`src/shared/bcrl_defs.svh`:
```
// Purpose: constants of the boot clock and reboot loader
// Assumes: 100 MHz system clock
// Notes:   offsets, field positions, reset values and counts
`ifndef BCRL_DEFS_SVH
`define BCRL_DEFS_SVH

// register port offsets
`define BCRL_OFF_CTRL      4'h0
`define BCRL_OFF_STEPS     4'h1
`define BCRL_OFF_SRC       4'h2
`define BCRL_OFF_DPAGE     4'h3
`define BCRL_OFF_ENTRY     4'h4
`define BCRL_OFF_STATUS    4'h5
`define BCRL_OFF_XFER      4'h6
`define BCRL_OFF_CLK       4'h7
`define BCRL_OFF_DPSEL     4'h8
`define BCRL_OFF_STACK     4'h9
`define BCRL_OFF_DATA      4'ha

// control bits
`define BCRL_CTRL_START    0
`define BCRL_CTRL_BOOTDONE 1

// entry codes
`define BCRL_ENTRY_MIN     3'h1
`define BCRL_ENTRY_MAX     3'h6

// pages
`define BCRL_PAGE_INIT     8'h80
`define BCRL_PAGE_DATA_MAX 8'h3f
`define BCRL_PAGE_RESET    8'h00
`define BCRL_IMEM_OFFSET   16'h8000

// source argument constants
`define BCRL_SST_FIXED     16'h0ec0
`define BCRL_HST_WAIT_BIT  10
`define BCRL_HST_RESET     16'h0401

// word limits
`define BCRL_MAX_MEM_WORDS 16'h3fff
`define BCRL_MAX_STR_WORDS 16'h7d00

// divider ratio field, 1/1
`define BCRL_DIV_ONE       4'h1

// status bits
`define BCRL_ST_BUSY       0
`define BCRL_ST_DONE       1
`define BCRL_ST_ERR        2

`endif

```
`src/shared/bcrl_pkg.sv`:
```
// Purpose: types of the boot clock and reboot loader
// Assumes: used with bcrl_defs.svh
// Notes:   carriers for clock control and transfer words
package bcrl_pkg;

  typedef enum logic [2:0] {
    BCRL_BOOT_NONE   = 3'h0,
    BCRL_BOOT_X      = 3'h1,
    BCRL_BOOT_Y      = 3'h2,
    BCRL_BOOT_XY     = 3'h3,
    BCRL_BOOT_EXT    = 3'h4,
    BCRL_BOOT_HOST   = 3'h5,
    BCRL_BOOT_SERIAL = 3'h6
  } bcrl_mode_t;

  typedef struct packed {
    logic       pll_run;
    logic       pll_sel;
    logic       div_run;
    logic       div_sel;
    logic [3:0] div_ratio;
  } bcrl_clk_t;

  typedef struct packed {
    logic        valid;
    logic        to_data;
    logic [7:0]  page;
    logic [15:0] addr;
    logic [31:0] data;
  } bcrl_wr_t;

  typedef struct packed {
    logic [15:0] steps;
    logic [15:0] src;
    logic [7:0]  dpage;
  } bcrl_args_t;

endpackage

```
`src/core/bcrl_top.sv`:
```
// Purpose: boot clock selection and reboot loader sequencer
// Assumes: register port with read data one cycle later
// Notes:   words come from a staging memory filled over the port
//
// The register offsets and the address-and-strobe port are this design's own decisions.
`timescale 1ns/1ns
`include "bcrl_defs.svh"
module bcrl_top #(
  parameter int AW = 6
) (
  input  wire logic                  clk_i,
  input  wire logic                  srst_i,
  input  wire bcrl_pkg::bcrl_mode_t  boot_mode_i,
  input  wire logic [3:0]            addr_i,
  input  wire logic [31:0]           wdata_i,
  input  wire logic                  wr_i,
  input  wire logic                  rd_i,
  output logic      [31:0]           rdata_o,
  output bcrl_pkg::bcrl_clk_t        clk_ctrl_o,
  output bcrl_pkg::bcrl_wr_t         mem_wr_o,
  output logic      [15:0]           host_status_o,
  output logic      [15:0]           serial_status_o,
  output logic      [15:0]           index_o
);
  import bcrl_pkg::*;

  typedef enum logic [1:0] {BCRL_IDLE, BCRL_READ, BCRL_WRITE, BCRL_END} bcrl_state_t;

  bcrl_state_t state, next_state;
  bcrl_args_t  args, next_args;
  bcrl_mode_t  entry, next_entry;
  bcrl_wr_t    wr, next_wr;
  bcrl_clk_t   clk_ctrl;
  logic [15:0] count, next_count;
  logic [7:0]  dp_sel, next_dp_sel;
  logic [15:0] hst, next_hst;
  logic [15:0] sst, next_sst;
  logic [15:0] idx, next_idx;
  logic [1:0]  stack, next_stack;
  logic [2:0]  status, next_status;
  logic        boot_pend, next_boot_pend;
  logic        boot_start;
  logic [AW-1:0] waddr, next_waddr;
  logic [31:0] mem_rdata;
  logic [31:0] rdata, next_rdata;

  function automatic logic [15:0] word_limit(input bcrl_mode_t m);
    if (m == BCRL_BOOT_HOST || m == BCRL_BOOT_SERIAL || m == BCRL_BOOT_EXT) begin
      return `BCRL_MAX_STR_WORDS;
    end
    return `BCRL_MAX_MEM_WORDS;
  endfunction

  function automatic logic entry_ok(input logic [2:0] e);
    return (e >= `BCRL_ENTRY_MIN) && (e <= `BCRL_ENTRY_MAX);
  endfunction

  assign boot_start = boot_pend;

  bcrl_clk_ctrl u_clk (
    .clk_i        (clk_i),
    .srst_i       (srst_i),
    .boot_start_i (boot_start),
    .mode_i       (boot_mode_i),
    .clk_ctrl_o   (clk_ctrl)
  );

  bcrl_stage_mem #(.AW(AW)) u_mem (
    .clk_i   (clk_i),
    .we_i    (wr_i && addr_i == `BCRL_OFF_DATA),
    .waddr_i (waddr),
    .wdata_i (wdata_i),
    .raddr_i (count[AW-1:0]),
    .rdata_o (mem_rdata)
  );

  always_comb begin
    next_state     = state;
    next_args      = args;
    next_entry     = entry;
    next_wr        = wr;
    next_wr.valid  = 1'b0;
    next_count     = count;
    next_dp_sel    = dp_sel;
    next_hst       = hst;
    next_sst       = sst;
    next_idx       = idx;
    next_stack     = stack;
    next_status    = status;
    next_boot_pend = 1'b0;
    next_waddr     = waddr;
    next_rdata     = '0;
    if (wr_i) begin
      unique case (addr_i)
        `BCRL_OFF_STEPS: next_args.steps = wdata_i[15:0];
        `BCRL_OFF_SRC:   next_args.src   = wdata_i[15:0];
        `BCRL_OFF_DPAGE: next_args.dpage = wdata_i[7:0];
        `BCRL_OFF_ENTRY: next_entry      = bcrl_mode_t'(wdata_i[2:0]);
        `BCRL_OFF_DATA:  next_waddr      = waddr + 1'b1;
        `BCRL_OFF_CTRL: begin
          if (wdata_i[`BCRL_CTRL_START] && state == BCRL_IDLE) begin
            if (!entry_ok(entry) || args.steps > word_limit(entry)) begin
              next_status[`BCRL_ST_ERR] = 1'b1;
              // refused start still rewinds staging so the next fill lands at word 0
              next_waddr                = '0;
            end else begin
              next_state                 = BCRL_READ;
              next_count                 = '0;
              next_stack                 = 2'h2;
              next_status                = 3'b001;
              next_waddr                 = '0;
              next_wr.to_data            = args.dpage <= `BCRL_PAGE_DATA_MAX;
              next_wr.page               = args.dpage;
              next_dp_sel                = args.dpage;
              unique case (entry)
                BCRL_BOOT_EXT:    next_idx = args.src;
                BCRL_BOOT_HOST:   next_hst = args.src;
                BCRL_BOOT_SERIAL: next_sst = args.src;
                default:          next_dp_sel = args.src[7:0];
              endcase
            end
          end
        end
        default: begin
        end
      endcase
    end
    unique case (state)
      BCRL_IDLE: begin
      end
      BCRL_READ: begin
        if (count == args.steps) begin
          next_state = BCRL_END;
        end else begin
          next_state = BCRL_WRITE;
        end
      end
      BCRL_WRITE: begin
        next_wr.valid = 1'b1;
        next_wr.addr  = count;
        next_wr.data  = mem_rdata;
        next_count    = count + 1'b1;
        next_state    = BCRL_READ;
      end
      BCRL_END: begin
        next_dp_sel = `BCRL_PAGE_RESET;
        next_stack  = 2'h0;
        next_status = 3'b010;
        next_state  = BCRL_IDLE;
      end
    endcase
    if (rd_i) begin
      unique case (addr_i)
        `BCRL_OFF_STEPS:  next_rdata = {16'h0, args.steps};
        `BCRL_OFF_SRC:    next_rdata = {16'h0, args.src};
        `BCRL_OFF_DPAGE:  next_rdata = {24'h0, args.dpage};
        `BCRL_OFF_ENTRY:  next_rdata = {29'h0, entry};
        `BCRL_OFF_STATUS: next_rdata = {29'h0, status};
        `BCRL_OFF_XFER:   next_rdata = {16'h0, count};
        `BCRL_OFF_CLK:    next_rdata = {24'h0, clk_ctrl};
        `BCRL_OFF_DPSEL:  next_rdata = {24'h0, dp_sel};
        `BCRL_OFF_STACK:  next_rdata = {30'h0, stack};
        default:          next_rdata = '0;
      endcase
    end
  end

  always_ff @(posedge clk_i) begin
    if (srst_i) begin
      state     <= BCRL_IDLE;
      args      <= '0;
      entry     <= BCRL_BOOT_NONE;
      wr        <= '0;
      count     <= '0;
      dp_sel    <= `BCRL_PAGE_INIT;
      hst       <= `BCRL_HST_RESET;
      sst       <= `BCRL_SST_FIXED;
      idx       <= '0;
      stack     <= '0;
      status    <= '0;
      boot_pend <= 1'b1;
      waddr     <= '0;
      rdata     <= '0;
    end else begin
      state     <= next_state;
      args      <= next_args;
      entry     <= next_entry;
      wr        <= next_wr;
      count     <= next_count;
      dp_sel    <= next_dp_sel;
      hst       <= next_hst;
      sst       <= next_sst;
      idx       <= next_idx;
      stack     <= next_stack;
      status    <= next_status;
      boot_pend <= next_boot_pend;
      waddr     <= next_waddr;
      rdata     <= next_rdata;
    end
  end

  assign rdata_o         = rdata;
  assign clk_ctrl_o      = clk_ctrl;
  assign mem_wr_o        = wr;
  assign host_status_o   = hst;
  assign serial_status_o = sst;
  assign index_o         = idx;
endmodule // bcrl_top

```
`src/core/bcrl_clk_ctrl.sv`:
```
// Purpose: selects boot clock source per boot mode
// Assumes: synchronous reset, boot mode sampled at release
// Notes:   reset forces external clock
`timescale 1ns/1ns
`include "bcrl_defs.svh"
module bcrl_clk_ctrl (
  input  wire logic               clk_i,
  input  wire logic               srst_i,
  input  wire logic               boot_start_i,
  input  wire bcrl_pkg::bcrl_mode_t mode_i,
  output bcrl_pkg::bcrl_clk_t     clk_ctrl_o
);
  import bcrl_pkg::*;

  bcrl_clk_t clk_q;
  bcrl_clk_t next_clk_q;

  always_comb begin
    next_clk_q = clk_q;
    if (boot_start_i) begin
      next_clk_q.div_run   = 1'b1;
      next_clk_q.div_sel   = 1'b0;
      next_clk_q.div_ratio = `BCRL_DIV_ONE;
      unique case (mode_i)
        BCRL_BOOT_NONE, BCRL_BOOT_EXT: begin
          next_clk_q.pll_run = 1'b0;
          next_clk_q.pll_sel = 1'b0;
        end
        BCRL_BOOT_X, BCRL_BOOT_Y, BCRL_BOOT_XY, BCRL_BOOT_HOST, BCRL_BOOT_SERIAL: begin
          next_clk_q.pll_run = 1'b1;
          next_clk_q.pll_sel = 1'b1;
        end
        default: begin
          next_clk_q.pll_run = 1'b0;
          next_clk_q.pll_sel = 1'b0;
        end
      endcase
    end
  end

  always_ff @(posedge clk_i) begin
    if (srst_i) begin
      clk_q <= '0;
    end else begin
      clk_q <= next_clk_q;
    end
  end

  assign clk_ctrl_o = clk_q;
endmodule // bcrl_clk_ctrl

```
`src/core/bcrl_stage_mem.sv`:
```
// Purpose: staging memory of 32-bit words to be loaded
// Assumes: one write and one read port, registered read
// Notes:   software fills it before a reboot
`timescale 1ns/1ns
module bcrl_stage_mem #(
  parameter int AW = 6
) (
  input  wire logic          clk_i,
  input  wire logic          we_i,
  input  wire logic [AW-1:0] waddr_i,
  input  wire logic [31:0]   wdata_i,
  input  wire logic [AW-1:0] raddr_i,
  output logic      [31:0]   rdata_o
);
  logic [31:0] mem [0:(1<<AW)-1];

  always_ff @(posedge clk_i) begin
    if (we_i) begin
      mem[waddr_i] <= wdata_i;
    end
    rdata_o <= mem[raddr_i];
  end
endmodule // bcrl_stage_mem

```
`config.mk`:
```
export PLATFORM = sky130hd
export DESIGN_NAME = bcrl_top
export DESIGN_NICKNAME = d
export VERILOG_FILES = /design/src/shared/bcrl_pkg.sv /design/src/core/bcrl_top.sv /design/src/core/bcrl_clk_ctrl.sv /design/src/core/bcrl_stage_mem.sv
export VERILOG_INCLUDE_DIRS = /design/src /design/src/shared
export SDC_FILE = /design/constraint.sdc
export NUM_CORES = 2
export LEC_CHECK = 0
export BUFFER_PORTS_ARGS = -buffer_cell sky130_fd_sc_hd__clkbuf_2
export CORE_MARGIN = 2
export CORE_UTILIZATION = 55
export CTS_CLUSTER_SIZE = 24
export DETAILED_ROUTE_END_ITERATION = 10
export GPL_TIMING_DRIVEN = 0
export PLACE_DENSITY = 0.81
export SLEW_MARGIN = 0
export SYNTH_ARGS = -nofsm -noshare
export SYNTH_HDL_FRONTEND = slang
export SYNTH_SLANG_ARGS = --single-unit
```
`constraint.sdc`:
```
create_clock -name clk_i -period 4 [get_ports clk_i]
set_clock_uncertainty 0.05 [all_clocks]
set_input_delay 0.6 -clock clk_i [delete_from_list [all_inputs] [get_ports clk_i]]
set_output_delay 0.6 -clock clk_i [all_outputs]
set_load 0.02 [all_outputs]
```
==> results.sh <==
export IMPL_p_leak_nw=31.0
export IMPL_cpPeakStageDelay_ns=1.00
export IMPL_wl_um=277000
export IMPL_netlist_area_sq_um=87200
export IMPL_ant_nets=0
export IMPL_drt_initial_drc_count=9688
export IMPL_die_h_um=402
export IMPL_synth_most_common_cell="edfxtp_1"
export IMPL_final_util_pct=63.5
export IMPL_crit_slowest_cell="a211oi_1"
export IMPL_grt_use_total_pct=33.6
export IMPL_violations="capacitance limit, slew limit, setup timing"
export IMPL_clk_latency_ns=0.89
export IMPL_cp_required_ns=4.65
export IMPL_final_nets=4663
export IMPL_initial_core_util_pct=55.2
export IMPL_die_w_um=402
export IMPL_gp_congestion=0.957
export IMPL_syn_inst=4135
export IMPL_status="finished with violations"
export IMPL_path_cells="buf_2, buf_2, clkbuf_2, clkbuf_2, mux4_2, a211oi_1, a211oi_1, a211oi_1, a21oi_1"
export IMPL_crit_fanout=11
export IMPL_synth_top_cell_by_area="edfxtp_1"
export IMPL_numCtsBuffers=209
export IMPL_ys_types=63
export IMPL_vias=49566
export IMPL_synth_edf_count=2048
export IMPL_worstMarginPinSlew_ns=1.53
export IMPL_ir_drop_v=0.000437
export IMPL_route_detailed_drc=0
export IMPL_timing_critical_path_mode_cell="a211oi_1"
export IMPL_synthFlopType="edfxtp_1"
export IMPL_slew_headroom_pct=-2.26
export IMPL_tns_ns=-20.33
export IMPL_area_delta_synth_final_pct=15.0
export IMPL_synthArstFlopShare_pct=0
export IMPL_io_buffer_count=166
export IMPL_cts_tree="done"
export IMPL_hpwlAfterDp_um=159000
export IMPL_core_sq_um=158000
export IMPL_antenna_found_initial=15
export IMPL_setup_ws_ns=-0.520
export IMPL_fmax_mhz=221
export IMPL_cp_arrival_ns=5.17
export IMPL_worstSetupEndpointType="flip-flop"
export IMPL_grt_max_degree=70
export IMPL_path_clk_slew_ns=0.07
export IMPL_cts_root_buf="clkbuf_16"
export IMPL_drive_above_1_share_pct=30.1
export IMPL_yosysSeqAreaShare_pct=76.0
export IMPL_viasPerCell=7.20
export IMPL_synth_commonest_cells="edfxtp_1 (2048), mux4_2 (630), dfxtp_1 (235)"
export IMPL_yosysTopAreaCellShare_pct=70.6
export IMPL_finalHoldViolations=0
export IMPL_grt_overflow=0
export IMPL_start_kind="flip-flop"
export IMPL_rows=146
export IMPL_avgSynthCellArea_sq_um=21.1
export IMPL_grt_pass1_vias=48159
export IMPL_die_area_sq_um=162000
export IMPL_slew_violations=141
export IMPL_setup_viol=200
export IMPL_finalCritPeriodShare_pct=113
export IMPL_synthTopCellsByArea="edfxtp_1 (71%), mux4_2 (16%), dfxtp_1 (5.4%), mux2i_1 (1.1%), nand2_1 (0.99%)"
export IMPL_hold_path_class="input pin to flip-flop"
export IMPL_yosys_warnings=0
export IMPL_powerDensity_nw_per_um2=475
export IMPL_cts_sinks=2283
export IMPL_htreeDepth=4
export IMPL_yosys_register_bits=2283
export IMPL_hold_slack_ns=0.103
export IMPL_ioPinCount=189
export IMPL_grt_pass1_wl_um=376000
export IMPL_period_needed_ns=4.52
export IMPL_firstDrtPassIters=9
export IMPL_maxCapViolations=4
export IMPL_clockBufferDepth=3
export IMPL_critPathKind="flip-flop to flip-flop"
export IMPL_wl_per_cell_um=40.3
## layout make-up
cell class / count / area [sq um]
inverter: 6 / 27.5
clock inverter: 132 / 1480
timing repair buffer: 246 / 2470
fill: 9640 / 57600
tap: 2072 / 2590
multi-input combinational: 1598 / 20300
antenna: 12 / 30.0
clock buffer: 264 / 5660
buffer: 268 / 1420
sequential: 2283 / 66200
## path summary, 6_finish.rpt
path,end,slack (ns),from,depth (start not counted)
max,u_mem.rdata_o[17],-0.52,count[1],9
min,u_mem.mem[30][27],0.10,wdata_i[27],1
max reg2reg,u_mem.rdata_o[17],-0.52,count[1],9
min reg2reg,mem_wr_o[3],0.38,u_mem.rdata_o[3],2
## layer usage
metal	GRT usage, %	vias up	part of all wire [%]
met5	0	-	0.054
met4	21.6	16	8.5
met3	10.7	1278	14
met2	52.9	5207	47
met1	40.5	25084	31
li1	-	17981	-
## per-stage QoR
step	total power (W)	area [sq um]	setup WS, ns	instances
after floorplan	0.0266	87200	0.389	4154
after detailed placement	0.0271	92500	-0.807	6456
after global placement	0.0270	90600	-2.35	6392
after global routing	0.0483	100000	-0.342	6869
after CTS	0.0475	99800	0.00507	6855
final	0.0476	100000	-0.520	6881
## kinds of logic (layout without fill, tap and decap cells)
| family | count (synthesis) | after routing | synth area share, % |
|---|---|---|---|
| buf+inv | 274 | 916 | 1.47 |
| simple gates | 529 | 530 | 2.74 |
| xor+xnor | 24 | 24 | 0.241 |
| flops | 2283 | 2283 | 76.0 |
| compound gates | 285 | 285 | 2.02 |
| mux | 730 | 730 | 17.4 |
| fa+ha+maj | 9 | 9 | 0.126 |
| other cells | 1 | 32 | 0.00430 |
## worst max-delay path: cells and delay by family (launching register included)
family,cells,cell delay [ns]
buf+inv,4,1.68
compound gates,4,1.65
flops,1,0.48
mux,1,0.43
## state kept, by name (all words and copies together), names as in the netlist
signal and count:
u_mem.rdata_o 32, status 3, index_o 16, waddr 6, mem_wr_o 58, rdata_o 16, u_mem.mem 2048, dp_sel 8
u_clk.clk_ctrl_o 2, count 16, args 40, entry 3, host_status_o 16, serial_status_o 16, state 2, boot_pend 1
## layout by cell type (no fill, tap or decap), types with 17 or more instances in the layout
cell type and instances:
bufinv_16 21, a21oi_1 162, buf_1 20, clkinv_2 37
buf_2 47, clkinv_1 39, conb_1 20, clkbuf_1 142
a211oi_1 48, nand2_1 229, clkbuf_4 23, buf_12 58
nor2_1 79, clkbuf_16 214, mux4_2 630, edfxtp_1 2048
buf_4 64, xnor2_1 19, and2_1 17, a22oi_1 17
dfxtp_1 235, clkbuf_2 170, nor2b_1 30, nor2_4 64
mux2i_1 89, nand3_1 30
## where the power goes
part,total [W],internal [W],switching (W)
Clock,0.0210,0.0115,0.00945
Sequential,0.0260,0.0260,0.0000205
Combinational,0.000655,0.0000986,0.000556
Total,0.0476,0.0376,0.0100
## what timing repair did
item | CTS | global route
setup endpoints to repair | 35 | 421
pin swaps | 0 | 3
endpoints found under the hold margin | 2 | 0
buffers inserted | 0 | 6
gates resized for setup | 61 | 58
hold buffers | 3 | 0
cloned | 0 | 1
Note: power is estimated with default switching activity, not from simulation.
